[config.mk]
export PLATFORM = sky130hd
export DESIGN_NAME = slf_regs
export DESIGN_NICKNAME = d
export VERILOG_FILES = /design/src/slf_regs.v
export VERILOG_INCLUDE_DIRS = /design/src
export SDC_FILE = /design/constraint.sdc
export NUM_CORES = 1
export LEC_CHECK = 0
export ABC_AREA = 1
export ABC_CLOCK_PERIOD_IN_PS = 3500
export BUFFER_PORTS_ARGS = -buffer_cell sky130_fd_sc_hd__buf_2
export CAP_MARGIN = 15
export CORE_ASPECT_RATIO = 1.5
export CORE_MARGIN = 5
export CORE_UTILIZATION = 56
export CTS_BUF_LIST = sky130_fd_sc_hd__clkbuf_16
export DETAILED_ROUTE_END_ITERATION = 8
export PLACE_DENSITY = 0.85
export SLEW_MARGIN = 15
export SYNTH_ARGS = -nofsm -noshare
export SYNTH_HDL_FRONTEND = slang
export SYNTH_SLANG_ARGS = --single-unit
[constraint.sdc]
create_clock -name mclk_i -period 3.5 [get_ports mclk_i]
set_input_delay 0 -clock mclk_i [delete_from_list [all_inputs] [get_ports mclk_i]]
set_output_delay 0 -clock mclk_i [all_outputs]
set_load 0.01 [all_outputs]
[src/slf_consts.vh]
// Purpose: constants for the synthesizer loop-filter configuration register bank
// Assumes: byte-wide registers on an 8-bit address space
// Notes: offsets are byte addresses on the plain register port
`ifndef SLF_CONSTS_VH
`define SLF_CONSTS_VH

// bus widths
`define SLF_ADDR_W 8
`define SLF_DATA_W 8

// register offsets
`define SLF_OFS_SERIES_RES 8'h43
`define SLF_OFS_MAIN_CAP 8'h44
`define SLF_OFS_POLE_RES 8'h45
`define SLF_OFS_POLE_CAP 8'h46
`define SLF_OFS_SYNTH2_CTRL_LOW 8'h47

// field positions
`define SLF_SERIES_RES_MSB 5
`define SLF_SERIES_RES_LSB 0
`define SLF_MAIN_CAP_MSB 2
`define SLF_MAIN_CAP_LSB 0
`define SLF_POLE_RES_MSB 6
`define SLF_POLE_RES_LSB 1
`define SLF_FILTER_TYPE_BIT 0
`define SLF_POLE_CAP_MSB 2
`define SLF_POLE_CAP_LSB 0
`define SLF_POST_DIV_MSB 4
`define SLF_POST_DIV_LSB 2

// reset values of the fields
`define SLF_RST_SERIES_RES 6'h24
`define SLF_RST_MAIN_CAP 3'h0
`define SLF_RST_POLE_RES 6'h00
`define SLF_RST_FILTER_TYPE 1'h0
`define SLF_RST_POLE_CAP 3'h0
`define SLF_RST_POST_DIV 3'h7

// reset values of the decoded settings, the decodes of the reset codes
`define SLF_RST_SERIES_OHMS 12'h000
`define SLF_RST_SERIES_LISTED 1'h0
`define SLF_RST_MAIN_CAP_PF 9'h005
`define SLF_RST_POLE_OHMS 12'h012
`define SLF_RST_POLE_LISTED 1'h1
`define SLF_RST_POLE_CAP_PF 6'h00
`define SLF_RST_POST_DIV_RATIO 4'h8

// filter type encodings
`define SLF_FILTER_INTEGER 1'h0
`define SLF_FILTER_FRACTIONAL 1'h1

// capacitance arithmetic, in pF
`define SLF_MAIN_CAP_BASE_PF 9'h005
`define SLF_MAIN_CAP_STEP_PF 9'h032
`define SLF_POLE_CAP_STEP_PF 6'h05

// post divider: code 0 divides by 2, otherwise code plus one
`define SLF_POST_DIV_ZERO_RATIO 4'h2
`define SLF_POST_DIV_OFFSET 4'h1

// series resistor listed codes and ohms
`define SLF_SR_CODE_A 6'h01
`define SLF_SR_CODE_B 6'h02
`define SLF_SR_CODE_C 6'h04
`define SLF_SR_CODE_D 6'h08
`define SLF_SR_CODE_E 6'h20
`define SLF_SR_CODE_F 6'h30
`define SLF_SR_OHMS_A 12'h0ec
`define SLF_SR_OHMS_B 12'h150
`define SLF_SR_OHMS_C 12'h218
`define SLF_SR_OHMS_D 12'h2df
`define SLF_SR_OHMS_E 12'h664
`define SLF_SR_OHMS_F 12'h972

// pole resistor listed codes and ohms
`define SLF_PR_CODE_A 6'h00
`define SLF_PR_CODE_B 6'h02
`define SLF_PR_CODE_C 6'h04
`define SLF_PR_CODE_D 6'h08
`define SLF_PR_CODE_E 6'h10
`define SLF_PR_CODE_F 6'h20
`define SLF_PR_CODE_G 6'h40
`define SLF_PR_OHMS_A 12'h012
`define SLF_PR_OHMS_B 12'h13e
`define SLF_PR_OHMS_C 12'h206
`define SLF_PR_OHMS_D 12'h2cd
`define SLF_PR_OHMS_E 12'h356
`define SLF_PR_OHMS_F 12'h676
`define SLF_PR_OHMS_G 12'hcb6

`endif

[src/slf_regs.v]
// Purpose: loop-filter configuration registers of the first synthesizer and the
//          post-divider field of the second synthesizer, with decoded settings
// Assumes: one clock; software drives a plain address / strobe register port
// Notes: decoded outputs change on the same edge as the register they follow
//
// Design decision made here: the plain strobed port.
`timescale 1ns/1ps
`include "slf_consts.vh"

module slf_regs (
  // clock and reset
  input wire mclk_i,
  input wire reset_i,
  // register port
  input wire [`SLF_ADDR_W-1:0] addr_i,
  input wire [`SLF_DATA_W-1:0] wr_data_i,
  input wire wr_en_i,
  input wire rd_en_i,
  output reg [`SLF_DATA_W-1:0] rd_data_o,
  output reg rd_valid_o,
  // first synthesizer series resistor
  output reg [5:0] first_synth_series_resistor_code_o,
  output reg [11:0] first_synth_series_resistor_ohms_o,
  output reg first_synth_series_resistor_listed_o,
  // first synthesizer main capacitor
  output reg [2:0] first_synth_main_capacitor_code_o,
  output reg [8:0] first_synth_main_capacitor_pf_o,
  // first synthesizer pole resistor and filter type
  output reg [5:0] first_synth_pole_resistor_code_o,
  output reg [11:0] first_synth_pole_resistor_ohms_o,
  output reg first_synth_pole_resistor_listed_o,
  output reg first_synth_filter_type_select_o,
  // first synthesizer pole capacitor
  output reg [2:0] first_synth_pole_capacitor_code_o,
  output reg [5:0] first_synth_pole_capacitor_pf_o,
  // second synthesizer post divider
  output reg [2:0] second_synth_post_divider_select_o,
  output reg [3:0] second_synth_post_divider_ratio_o
);

  // register state
  reg [5:0] series_res_q;
  reg [5:0] series_res_d;
  reg [2:0] main_cap_q;
  reg [2:0] main_cap_d;
  reg [5:0] pole_res_q;
  reg [5:0] pole_res_d;
  reg filter_type_q;
  reg filter_type_d;
  reg [2:0] pole_cap_q;
  reg [2:0] pole_cap_d;
  reg [2:0] post_div_q;
  reg [2:0] post_div_d;
  reg [`SLF_DATA_W-1:0] rd_data_d;

  // write decode
  wire wr_series_res;
  wire wr_main_cap;
  wire wr_pole_res;
  wire wr_pole_cap;
  wire wr_post_div;

  // true when a write strobe targets the given offset
  function wr_hit;
    input en;
    input [`SLF_ADDR_W-1:0] addr;
    input [`SLF_ADDR_W-1:0] ofs;
    begin
      wr_hit = en & (addr == ofs);
    end
  endfunction

  // listed series resistor values; unlisted codes still drive the filter
  function [12:0] series_ohms;
    input [5:0] code;
    begin
      case (code)
        `SLF_SR_CODE_A: series_ohms = {1'b1, `SLF_SR_OHMS_A};
        `SLF_SR_CODE_B: series_ohms = {1'b1, `SLF_SR_OHMS_B};
        `SLF_SR_CODE_C: series_ohms = {1'b1, `SLF_SR_OHMS_C};
        `SLF_SR_CODE_D: series_ohms = {1'b1, `SLF_SR_OHMS_D};
        `SLF_SR_CODE_E: series_ohms = {1'b1, `SLF_SR_OHMS_E};
        `SLF_SR_CODE_F: series_ohms = {1'b1, `SLF_SR_OHMS_F};
        default: series_ohms = 13'h0000;
      endcase
    end
  endfunction

  // listed pole resistor values; the code field is six bits so 64 is unreachable
  // through the field alone, the seventh entry covers a wider code
  function [12:0] pole_ohms;
    input [6:0] code;
    begin
      case (code)
        {1'b0, `SLF_PR_CODE_A}: pole_ohms = {1'b1, `SLF_PR_OHMS_A};
        {1'b0, `SLF_PR_CODE_B}: pole_ohms = {1'b1, `SLF_PR_OHMS_B};
        {1'b0, `SLF_PR_CODE_C}: pole_ohms = {1'b1, `SLF_PR_OHMS_C};
        {1'b0, `SLF_PR_CODE_D}: pole_ohms = {1'b1, `SLF_PR_OHMS_D};
        {1'b0, `SLF_PR_CODE_E}: pole_ohms = {1'b1, `SLF_PR_OHMS_E};
        {1'b0, `SLF_PR_CODE_F}: pole_ohms = {1'b1, `SLF_PR_OHMS_F};
        {1'b1, `SLF_PR_CODE_A}: pole_ohms = {1'b1, `SLF_PR_OHMS_G};
        default: pole_ohms = 13'h0000;
      endcase
    end
  endfunction

  // main capacitor in pF, 5 + 50 * code
  function [8:0] main_cap_pf;
    input [2:0] code;
    begin
      main_cap_pf = `SLF_MAIN_CAP_BASE_PF + `SLF_MAIN_CAP_STEP_PF * {6'h00, code};
    end
  endfunction

  // pole capacitor in pF, 5 * code
  function [5:0] pole_cap_pf;
    input [2:0] code;
    begin
      pole_cap_pf = `SLF_POLE_CAP_STEP_PF * {3'h0, code};
    end
  endfunction

  // post divide ratio: code 0 gives 2, other codes give code + 1
  function [3:0] post_div_ratio;
    input [2:0] code;
    begin
      if (code == 3'h0)
        post_div_ratio = `SLF_POST_DIV_ZERO_RATIO;
      else
        post_div_ratio = {1'b0, code} + `SLF_POST_DIV_OFFSET;
    end
  endfunction

  // the full address is compared: a partial decode would alias neighbouring
  // registers onto this bank and let their writes land here
  assign wr_series_res = wr_hit(wr_en_i, addr_i, `SLF_OFS_SERIES_RES);
  assign wr_main_cap = wr_hit(wr_en_i, addr_i, `SLF_OFS_MAIN_CAP);
  assign wr_pole_res = wr_hit(wr_en_i, addr_i, `SLF_OFS_POLE_RES);
  assign wr_pole_cap = wr_hit(wr_en_i, addr_i, `SLF_OFS_POLE_CAP);
  assign wr_post_div = wr_hit(wr_en_i, addr_i, `SLF_OFS_SYNTH2_CTRL_LOW);

  // next values; only the defined field bits are taken from a write
  always @*
  begin
    series_res_d = series_res_q;
    main_cap_d = main_cap_q;
    pole_res_d = pole_res_q;
    filter_type_d = filter_type_q;
    pole_cap_d = pole_cap_q;
    post_div_d = post_div_q;
    if (wr_series_res)
      series_res_d = wr_data_i[`SLF_SERIES_RES_MSB:`SLF_SERIES_RES_LSB];
    if (wr_main_cap)
      main_cap_d = wr_data_i[`SLF_MAIN_CAP_MSB:`SLF_MAIN_CAP_LSB];
    if (wr_pole_res)
    begin
      pole_res_d = wr_data_i[`SLF_POLE_RES_MSB:`SLF_POLE_RES_LSB];
      filter_type_d = wr_data_i[`SLF_FILTER_TYPE_BIT];
    end
    if (wr_pole_cap)
      pole_cap_d = wr_data_i[`SLF_POLE_CAP_MSB:`SLF_POLE_CAP_LSB];
    // bits 1..0 of this byte belong to another block and are not held here
    if (wr_post_div)
      post_div_d = wr_data_i[`SLF_POST_DIV_MSB:`SLF_POST_DIV_LSB];
  end

  // read mux; unmapped offsets and reserved bits answer zero
  always @*
  begin
    rd_data_d = 8'h00;
    if (rd_en_i)
    begin
      case (addr_i)
        `SLF_OFS_SERIES_RES: rd_data_d = {2'h0, series_res_q};
        `SLF_OFS_MAIN_CAP: rd_data_d = {5'h00, main_cap_q};
        `SLF_OFS_POLE_RES: rd_data_d = {1'b0, pole_res_q, filter_type_q};
        `SLF_OFS_POLE_CAP: rd_data_d = {5'h00, pole_cap_q};
        `SLF_OFS_SYNTH2_CTRL_LOW: rd_data_d = {3'h0, post_div_q, 2'h0};
        default: rd_data_d = 8'h00;
      endcase
    end
  end

  // one flop group per register: reserved bits have no storage at all, so a
  // write to them cannot change anything behind this bank
  // series resistor code
  always @(posedge mclk_i or posedge reset_i)
  begin
    if (reset_i)
      series_res_q <= `SLF_RST_SERIES_RES;
    else
      series_res_q <= series_res_d;
  end

  // main capacitor code
  always @(posedge mclk_i or posedge reset_i)
  begin
    if (reset_i)
      main_cap_q <= `SLF_RST_MAIN_CAP;
    else
      main_cap_q <= main_cap_d;
  end

  // pole resistor code and filter type share one byte
  always @(posedge mclk_i or posedge reset_i)
  begin
    if (reset_i)
    begin
      pole_res_q <= `SLF_RST_POLE_RES;
      filter_type_q <= `SLF_RST_FILTER_TYPE;
    end
    else
    begin
      pole_res_q <= pole_res_d;
      filter_type_q <= filter_type_d;
    end
  end

  // pole capacitor code
  always @(posedge mclk_i or posedge reset_i)
  begin
    if (reset_i)
      pole_cap_q <= `SLF_RST_POLE_CAP;
    else
      pole_cap_q <= pole_cap_d;
  end

  // post-divider code; the low two bits of its byte live in another block
  always @(posedge mclk_i or posedge reset_i)
  begin
    if (reset_i)
      post_div_q <= `SLF_RST_POST_DIV;
    else
      post_div_q <= post_div_d;
  end

  // read answer stands for exactly the cycle after the strobe
  always @(posedge mclk_i or posedge reset_i)
  begin
    if (reset_i)
    begin
      rd_data_o <= 8'h00;
      rd_valid_o <= 1'b0;
    end
    else
    begin
      rd_data_o <= rd_data_d;
      rd_valid_o <= rd_en_i;
    end
  end

  // decoded settings are computed from next values so they track the registers
  // on the same edge; reset values are those decodes of the reset codes
  // series decode: unlisted codes still drive the filter but report zero ohms
  always @(posedge mclk_i or posedge reset_i)
  begin
    if (reset_i)
    begin
      first_synth_series_resistor_code_o <= `SLF_RST_SERIES_RES;
      first_synth_series_resistor_ohms_o <= `SLF_RST_SERIES_OHMS;
      first_synth_series_resistor_listed_o <= `SLF_RST_SERIES_LISTED;
    end
    else
    begin
      first_synth_series_resistor_code_o <= series_res_d;
      {first_synth_series_resistor_listed_o, first_synth_series_resistor_ohms_o} <=
        series_ohms(series_res_d);
    end
  end

  // main capacitor decode; nine bits hold the largest value, 355 pF
  always @(posedge mclk_i or posedge reset_i)
  begin
    if (reset_i)
    begin
      first_synth_main_capacitor_code_o <= `SLF_RST_MAIN_CAP;
      first_synth_main_capacitor_pf_o <= `SLF_RST_MAIN_CAP_PF;
    end
    else
    begin
      first_synth_main_capacitor_code_o <= main_cap_d;
      first_synth_main_capacitor_pf_o <= main_cap_pf(main_cap_d);
    end
  end

  // pole decode: the 3254 ohm entry needs a seventh code bit that the field
  // does not have, so it is never reported as listed
  always @(posedge mclk_i or posedge reset_i)
  begin
    if (reset_i)
    begin
      first_synth_pole_resistor_code_o <= `SLF_RST_POLE_RES;
      first_synth_pole_resistor_ohms_o <= `SLF_RST_POLE_OHMS;
      first_synth_pole_resistor_listed_o <= `SLF_RST_POLE_LISTED;
      first_synth_filter_type_select_o <= `SLF_FILTER_INTEGER;
    end
    else
    begin
      first_synth_pole_resistor_code_o <= pole_res_d;
      {first_synth_pole_resistor_listed_o, first_synth_pole_resistor_ohms_o} <=
        pole_ohms({1'b0, pole_res_d});
      first_synth_filter_type_select_o <= filter_type_d;
    end
  end

  // pole capacitor decode
  always @(posedge mclk_i or posedge reset_i)
  begin
    if (reset_i)
    begin
      first_synth_pole_capacitor_code_o <= `SLF_RST_POLE_CAP;
      first_synth_pole_capacitor_pf_o <= `SLF_RST_POLE_CAP_PF;
    end
    else
    begin
      first_synth_pole_capacitor_code_o <= pole_cap_d;
      first_synth_pole_capacitor_pf_o <= pole_cap_pf(pole_cap_d);
    end
  end

  // select and ratio leave the bank on one edge, so no consumer sees a
  // new ratio beside an old select
  always @(posedge mclk_i or posedge reset_i)
  begin
    if (reset_i)
    begin
      second_synth_post_divider_select_o <= `SLF_RST_POST_DIV;
      second_synth_post_divider_ratio_o <= `SLF_RST_POST_DIV_RATIO;
    end
    else
    begin
      second_synth_post_divider_select_o <= post_div_d;
      second_synth_post_divider_ratio_o <= post_div_ratio(post_div_d);
    end
  end

endmodule // slf_regs

; ---- Yosys cells after proc, flatten, opt, wreduce, memory -nomap -nowiden
; Cells that the tools add are included.
[op_classes]
add_sub_neg = 2
mul = 2
n_eq_ne = 16
muxes = 10
n_bitwise = 5
n_reduce_logical = 2
[op_table]
columns = cell, count
row1 = $pmux W13 S6, 2
row2 = $eq A8 B7 Y1 const B, 5
row3 = $pmux W7 S5, 1
row4 = $eq A6 B6 Y1 const B, 3
row5 = $eq A6 B2 Y1 const B, 2
row6 = $eq A6 B3 Y1 const B, 2
row7 = $eq A6 B4 Y1 const B, 2
row8 = $mux W6, 2
row9 = $add A3 B9 Y9 const A, 1
row10 = $mux W3, 3
row11 = $mul A5 B3 Y8 const A, 1
row12 = $mux W7, 1
row13 = $eq A6 B1 Y1 const B, 1
row14 = $eq A6 B5 Y1 const B, 1
row15 = $logic_not A6 Y1, 1
row16 = $mul A3 B3 Y6 const A, 1
row17 = $and A1 B1 Y1, 5
row18 = $add A3 B1 Y4 const B, 1
row19 = $mux W4, 1
row20 = $logic_not A3 Y1, 1
[totals]
register_bits = 76
inputBits = 20

; ---- Longest topological paths before layout
[depth]
depth_word = 5
mapped_depth = 15
mapped_depth_nobuf = 14

; ---- Least setup slack after synthesis
; Ideal clock, no wire load.
[synth_timing]
kind = input -> register
from = in addr_i[7]
to = reg first_synth_main_capacitor_pf_o[7]
setup_time_ns = 0.117
arrival_time_ns = 1.743
required_time_ns = 3.383
setup_slack_ns = 1.640
stages = 13
path_buffers = 1
path_cell_list = inv_2 -> nand2_2 -> nor2_4 -> buf_6 -> nand3_2 -> o21ai_2 -> ha_1 -> ha_1 -> nand2_1 -> inv_1 -> nand4_1 -> nand2_1 -> nand2_1
[synth_between]
elab_chain_cells = 5
[synth_rtl]
columns = element, line_no
row1 = start: declaration, slf_regs.v:15  ; input wire [`SLF_ADDR_W-1:0] addr_i,
row2 = $eq A8 B7 Y1, slf_regs.v:69  ; wr_hit = en & (addr == ofs);
row3 = $and A1 B1 Y1, slf_regs.v:69
row4 = $mux W3, slf_regs.v:153  ; if (wr_main_cap)
row5 = named net main_cap_d[1], slf_regs.v:45  ; reg [2:0] main_cap_d;
row6 = $mul A5 B3 Y8 (no line), -
row7 = $add A3 B9 Y9 (no line), -
row8 = end signal: assignment, slf_regs.v:277  ; first_synth_main_capacitor_pf_o <= `SLF_RST_MAIN_CAP_PF;
row9 = end signal: assignment, slf_regs.v:282  ; first_synth_main_capacitor_pf_o <= main_cap_pf(main_cap_d);
row10 = end: declaration, slf_regs.v:27  ; output reg [8:0] first_synth_main_capacitor_pf_o,
; The timed path passes the listed nets, and every way through them passes these cells.
; A chain may end at the register's enable or synchronous reset.

; ---- Final worst setup path
[layout_timing]
from = in wr_data_i[1]
to = reg first_synth_main_capacitor_pf_o[7]
[layout_between]
elab_chain_cells = 3
[layout_rtl]
columns = element, line_no
row1 = start: declaration, slf_regs.v:16  ; input wire [`SLF_DATA_W-1:0] wr_data_i,
row2 = $mux W3, slf_regs.v:153
row3 = named net main_cap_d[1], slf_regs.v:45
row4 = $mul A5 B3 Y8 (no line), -
row5 = $add A3 B9 Y9 (no line), -
; The timed path passes the listed nets, and every way through them passes these cells.

==> results.yml <==
drt:
  ant_nets: 0
  drt_wl_total_um: 7109
  first_pass_iters: 4
  vias: 2651
  wl_per_cell_um: 13.24
  drt_iter0_drc: 91
  post-route-drc-count: 0
  via_per_inst: 4.937
place:
  post-place-cells: 514
  gp_congestion: 0.8843
  io_buffers: 91
  dp_hpwl_um: 5599
final_layout:
  final_nets: 490
  drive_gt1_frac: 0.3355
  area_growth_pct: 24.56
  final_cells: 537
  num_antenna_cells: 0
logic_synthesis:
  yosysWarnings: 0
  syn_inst: 361
  yosys-top-cells-count: "91 x nand2_1, 64 x inv_1, 59 x dfrtp_1"
  ys.flop_type: "dfrtp_1"
  yosysUniqueCellTypes: 36
  async_reset_ff_frac: 1.000
  yosysTopAreaCell: "dfrtp_1"
  avgSynthCellArea_um2: 9.188
  synth-edff-count: 0
  synth_top_area_share: 0.4451
  yosysMostFrequentCell: "nand2_1"
  ys_ff_latch: 69
  netlist_top_cells_area: "dfrtp_1 45%, nand2_1 10%, dfstp_2 7.9%, inv_1 7.2%, ha_1 3.8%"
  ys_seq_area_frac: 0.5243
  netlist_area_um2: 3317
pwr:
  ir_drop_mv: 0.4384
  leakagePower_nw: 2.415
  p_seq_frac: 0.445
  clock_power_share: 0.435
  powerDensity_nw_per_um2: 470.2
  switchingPower_mw: 0.4729
  pwr-share-comb: 0.120
  p_int_mw: 1.470
  switching_share: 0.2434
worst_hold_path:
  min_from: "wr_data_i[2]"
  hp-class: "in -> reg"
  worstHoldEndpoint: "first_synth_pole_capacitor_code_o[2]$_DFF_PP0_"
  whs_path_depth: 3
global_routing:
  grt_start_max_net_pins: 40
  grt.overflow.total: 0
  grt_antenna_before_repair: 0
  grt.total_usage: 0.2027
  grt_first_pass_wirelength_um: 12020
  grt_pass1_vias: 2689
floorplanning:
  fp.dieH_um: 104.3
  die_area_um2: 7594
  core_um2: 5786
  num_rows: 34
  floorplan.initialDensity: 0.5733
  die_x_um: 72.84
  io_pins: 96
clock_tree:
  clkSinkCount: 69
  cts.path.max_buffers: 2
  cts_tree: "yes"
  cts_root_buf: "clkbuf_16"
  h-tree-depth: 3
  clk_pin_slew_ns: 0.05
  cts_made_buffers: 9
  insertion_delay_ns: 0.32
setup_path:
  path_class: "in -> reg"
  reg2reg_from: "first_synth_main_capacitor_code_o[1]$_DFF_PP0_"
  end_kind: "flop"
  timing.rr.end: "first_synth_main_capacitor_pf_o[7]$_DFF_PP0_"
  reg2reg_depth: 9
  reg2reg_slack_ns: 1.75
  arrival_ns: 2.17
  worstPathMaxFanout: 8
  crit_path_start_kind: "primary input"
  required_ns: 3.72
sta:
  finalSetupViolations: 0
  min_period_ns: 1.948
  tightest_slew_ns: 0.6155
  clock.fmax_ghz: 0.5132
  maxSlewHeadroom: 0.5891
  final.setup.tns_ns: 0
  fin_worst_skew_ns: 0.002947
  maxSlewViolCount: 0
  rsz0062_at_grt: "false"
  hold_viol_final: 0
  fin_crit_sh: 0.5567
run_status:
  status: "complete, no violations"
job:
  drv_cap: 0
state kept, by name (all words and copies together), names as in the netlist:
name                                  flops
first_synth_filter_type_select_o          1
first_synth_pole_resistor_code_o          6
first_synth_pole_capacitor_code_o         1
first_synth_main_capacitor_pf_o           7
second_synth_post_divider_ratio_o         4
first_synth_pole_resistor_listed_o        1
first_synth_series_resistor_code_o        6
first_synth_main_capacitor_code_o         3
first_synth_series_resistor_listed_o      1
second_synth_post_divider_select_o        3
first_synth_pole_resistor_ohms_o         10
first_synth_pole_capacitor_pf_o           6
rd_valid_o                                1
first_synth_series_resistor_ohms_o       12
rd_data_o                                 7
per-layer routing:
layer	GRT usage	vias up	wire length (µm)
li1	-	1312	-
met1	0.2137	1216	2415
met2	0.3488	97	3825
met3	0.06963	26	594
met4	0.09894	0	273
met5	0	-	0
power by group through the flow:
stage	logic [mW]	registers, mW	clock network [mW]
after floorplan	0.121	0.901	0
after global placement	0.224	0.876	0
after detailed placement	0.231	0.877	0
after CTS	0.239	0.864	0.856
after global routing	0.262	0.869	0.895
final	0.234	0.864	0.845
cell usage in the layout (no fill, tap or decap), drive strengths merged:
cell / n
buf: 92
nand4: 12
or2: 1
dfrtp: 59
a41oi: 1
o221ai: 2
o21ai: 15
nor3: 6
a21oi: 2
mux2i: 3
nand3b: 1
bufinv: 1
xnor2: 2
o21a: 1
dlygate4sd3: 7
clkinvlp: 1
conb: 3
ha: 10
nand3: 19
nor2: 27
o22ai: 1
a31oi: 2
xor2: 1
clkinv: 3
clkbuf: 9
inv: 67
dfstp: 10
nand2: 107
how the worst max path moves through the flow:
stage	from	endpoint	slack, ns	cells past startpoint
detailed placement	addr_i[7]	first_synth_main_capacitor_pf_o[7]$_DFF_PP0_	1.26	13
floorplan	addr_i[7]	first_synth_main_capacitor_pf_o[7]$_DFF_PP0_	1.64	13
global route	addr_i[5]	second_synth_post_divider_ratio_o[2]$_DFF_PP0_	1.36	14
finish	wr_data_i[1]	first_synth_main_capacitor_pf_o[7]$_DFF_PP0_	1.55	11
global placement	addr_i[4]	first_synth_main_capacitor_pf_o[7]$_DFF_PP0_	1.36	13
CTS	wr_data_i[1]	first_synth_main_capacitor_pf_o[7]$_DFF_PP0_	1.59	11
cell families after synthesis:
| kind of cell | after synthesis | synth area share |
|---|---|---|
| and+or+nand+nor | 173 | 0.2633 |
| DFF | 69 | 0.5243 |
| buffers and inverters | 77 | 0.1026 |
| adders and majority gates | 10 | 0.03772 |
| muxes | 3 | 0.009054 |
| AOI/OAI and AO/OA | 24 | 0.05281 |
| other | 2 | 0.002264 |
| xor gates and xnor gates | 3 | 0.007923 |
worst max-delay path, cell delays in order:
cell	delay, ns
dlygate4sd3_1	0.53
buf_2	0.15
inv_1	0.12
o21ai_2	0.34
ha_1	0.31
ha_1	0.32
nand2_1	0.07
inv_1	0.08
nand4_1	0.10
nand2_1	0.09
nand2_1	0.05
cell type report:
class                   count  area, µm²
well taps                  72      90.09
clock buffers               9      225.2
repair buffers             99      533.0
flip-flops and latches     69       1739
clock inverters             7      58.81
fillers                   455       1654
inverters                  65      244.0
multi-input cells         216       1241
per-stage QoR:
step	util	worst slack, ns	hold WS, ns	total power [mW]	cell area, µm²
detailed placement	0.6529	1.257	0.1123	1.108	3777
global route	0.7141	1.360	0.03933	2.026	4131
global placement	0.6529	1.358	0.09509	1.100	3777
finish	0.7141	1.552	0.02904	1.943	4131
floorplan	-	1.640	0.03143	1.022	3321
CTS	0.7141	1.586	0.01846	1.959	4131
what timing repair did:
action / in CTS / in global routing
buffers inserted: 0 / 0
endpoints found under the hold margin: 38 / 0
hold buffers: 7 / 0
gates resized for setup: 0 / 0
(Power assumes the default switching activity.)
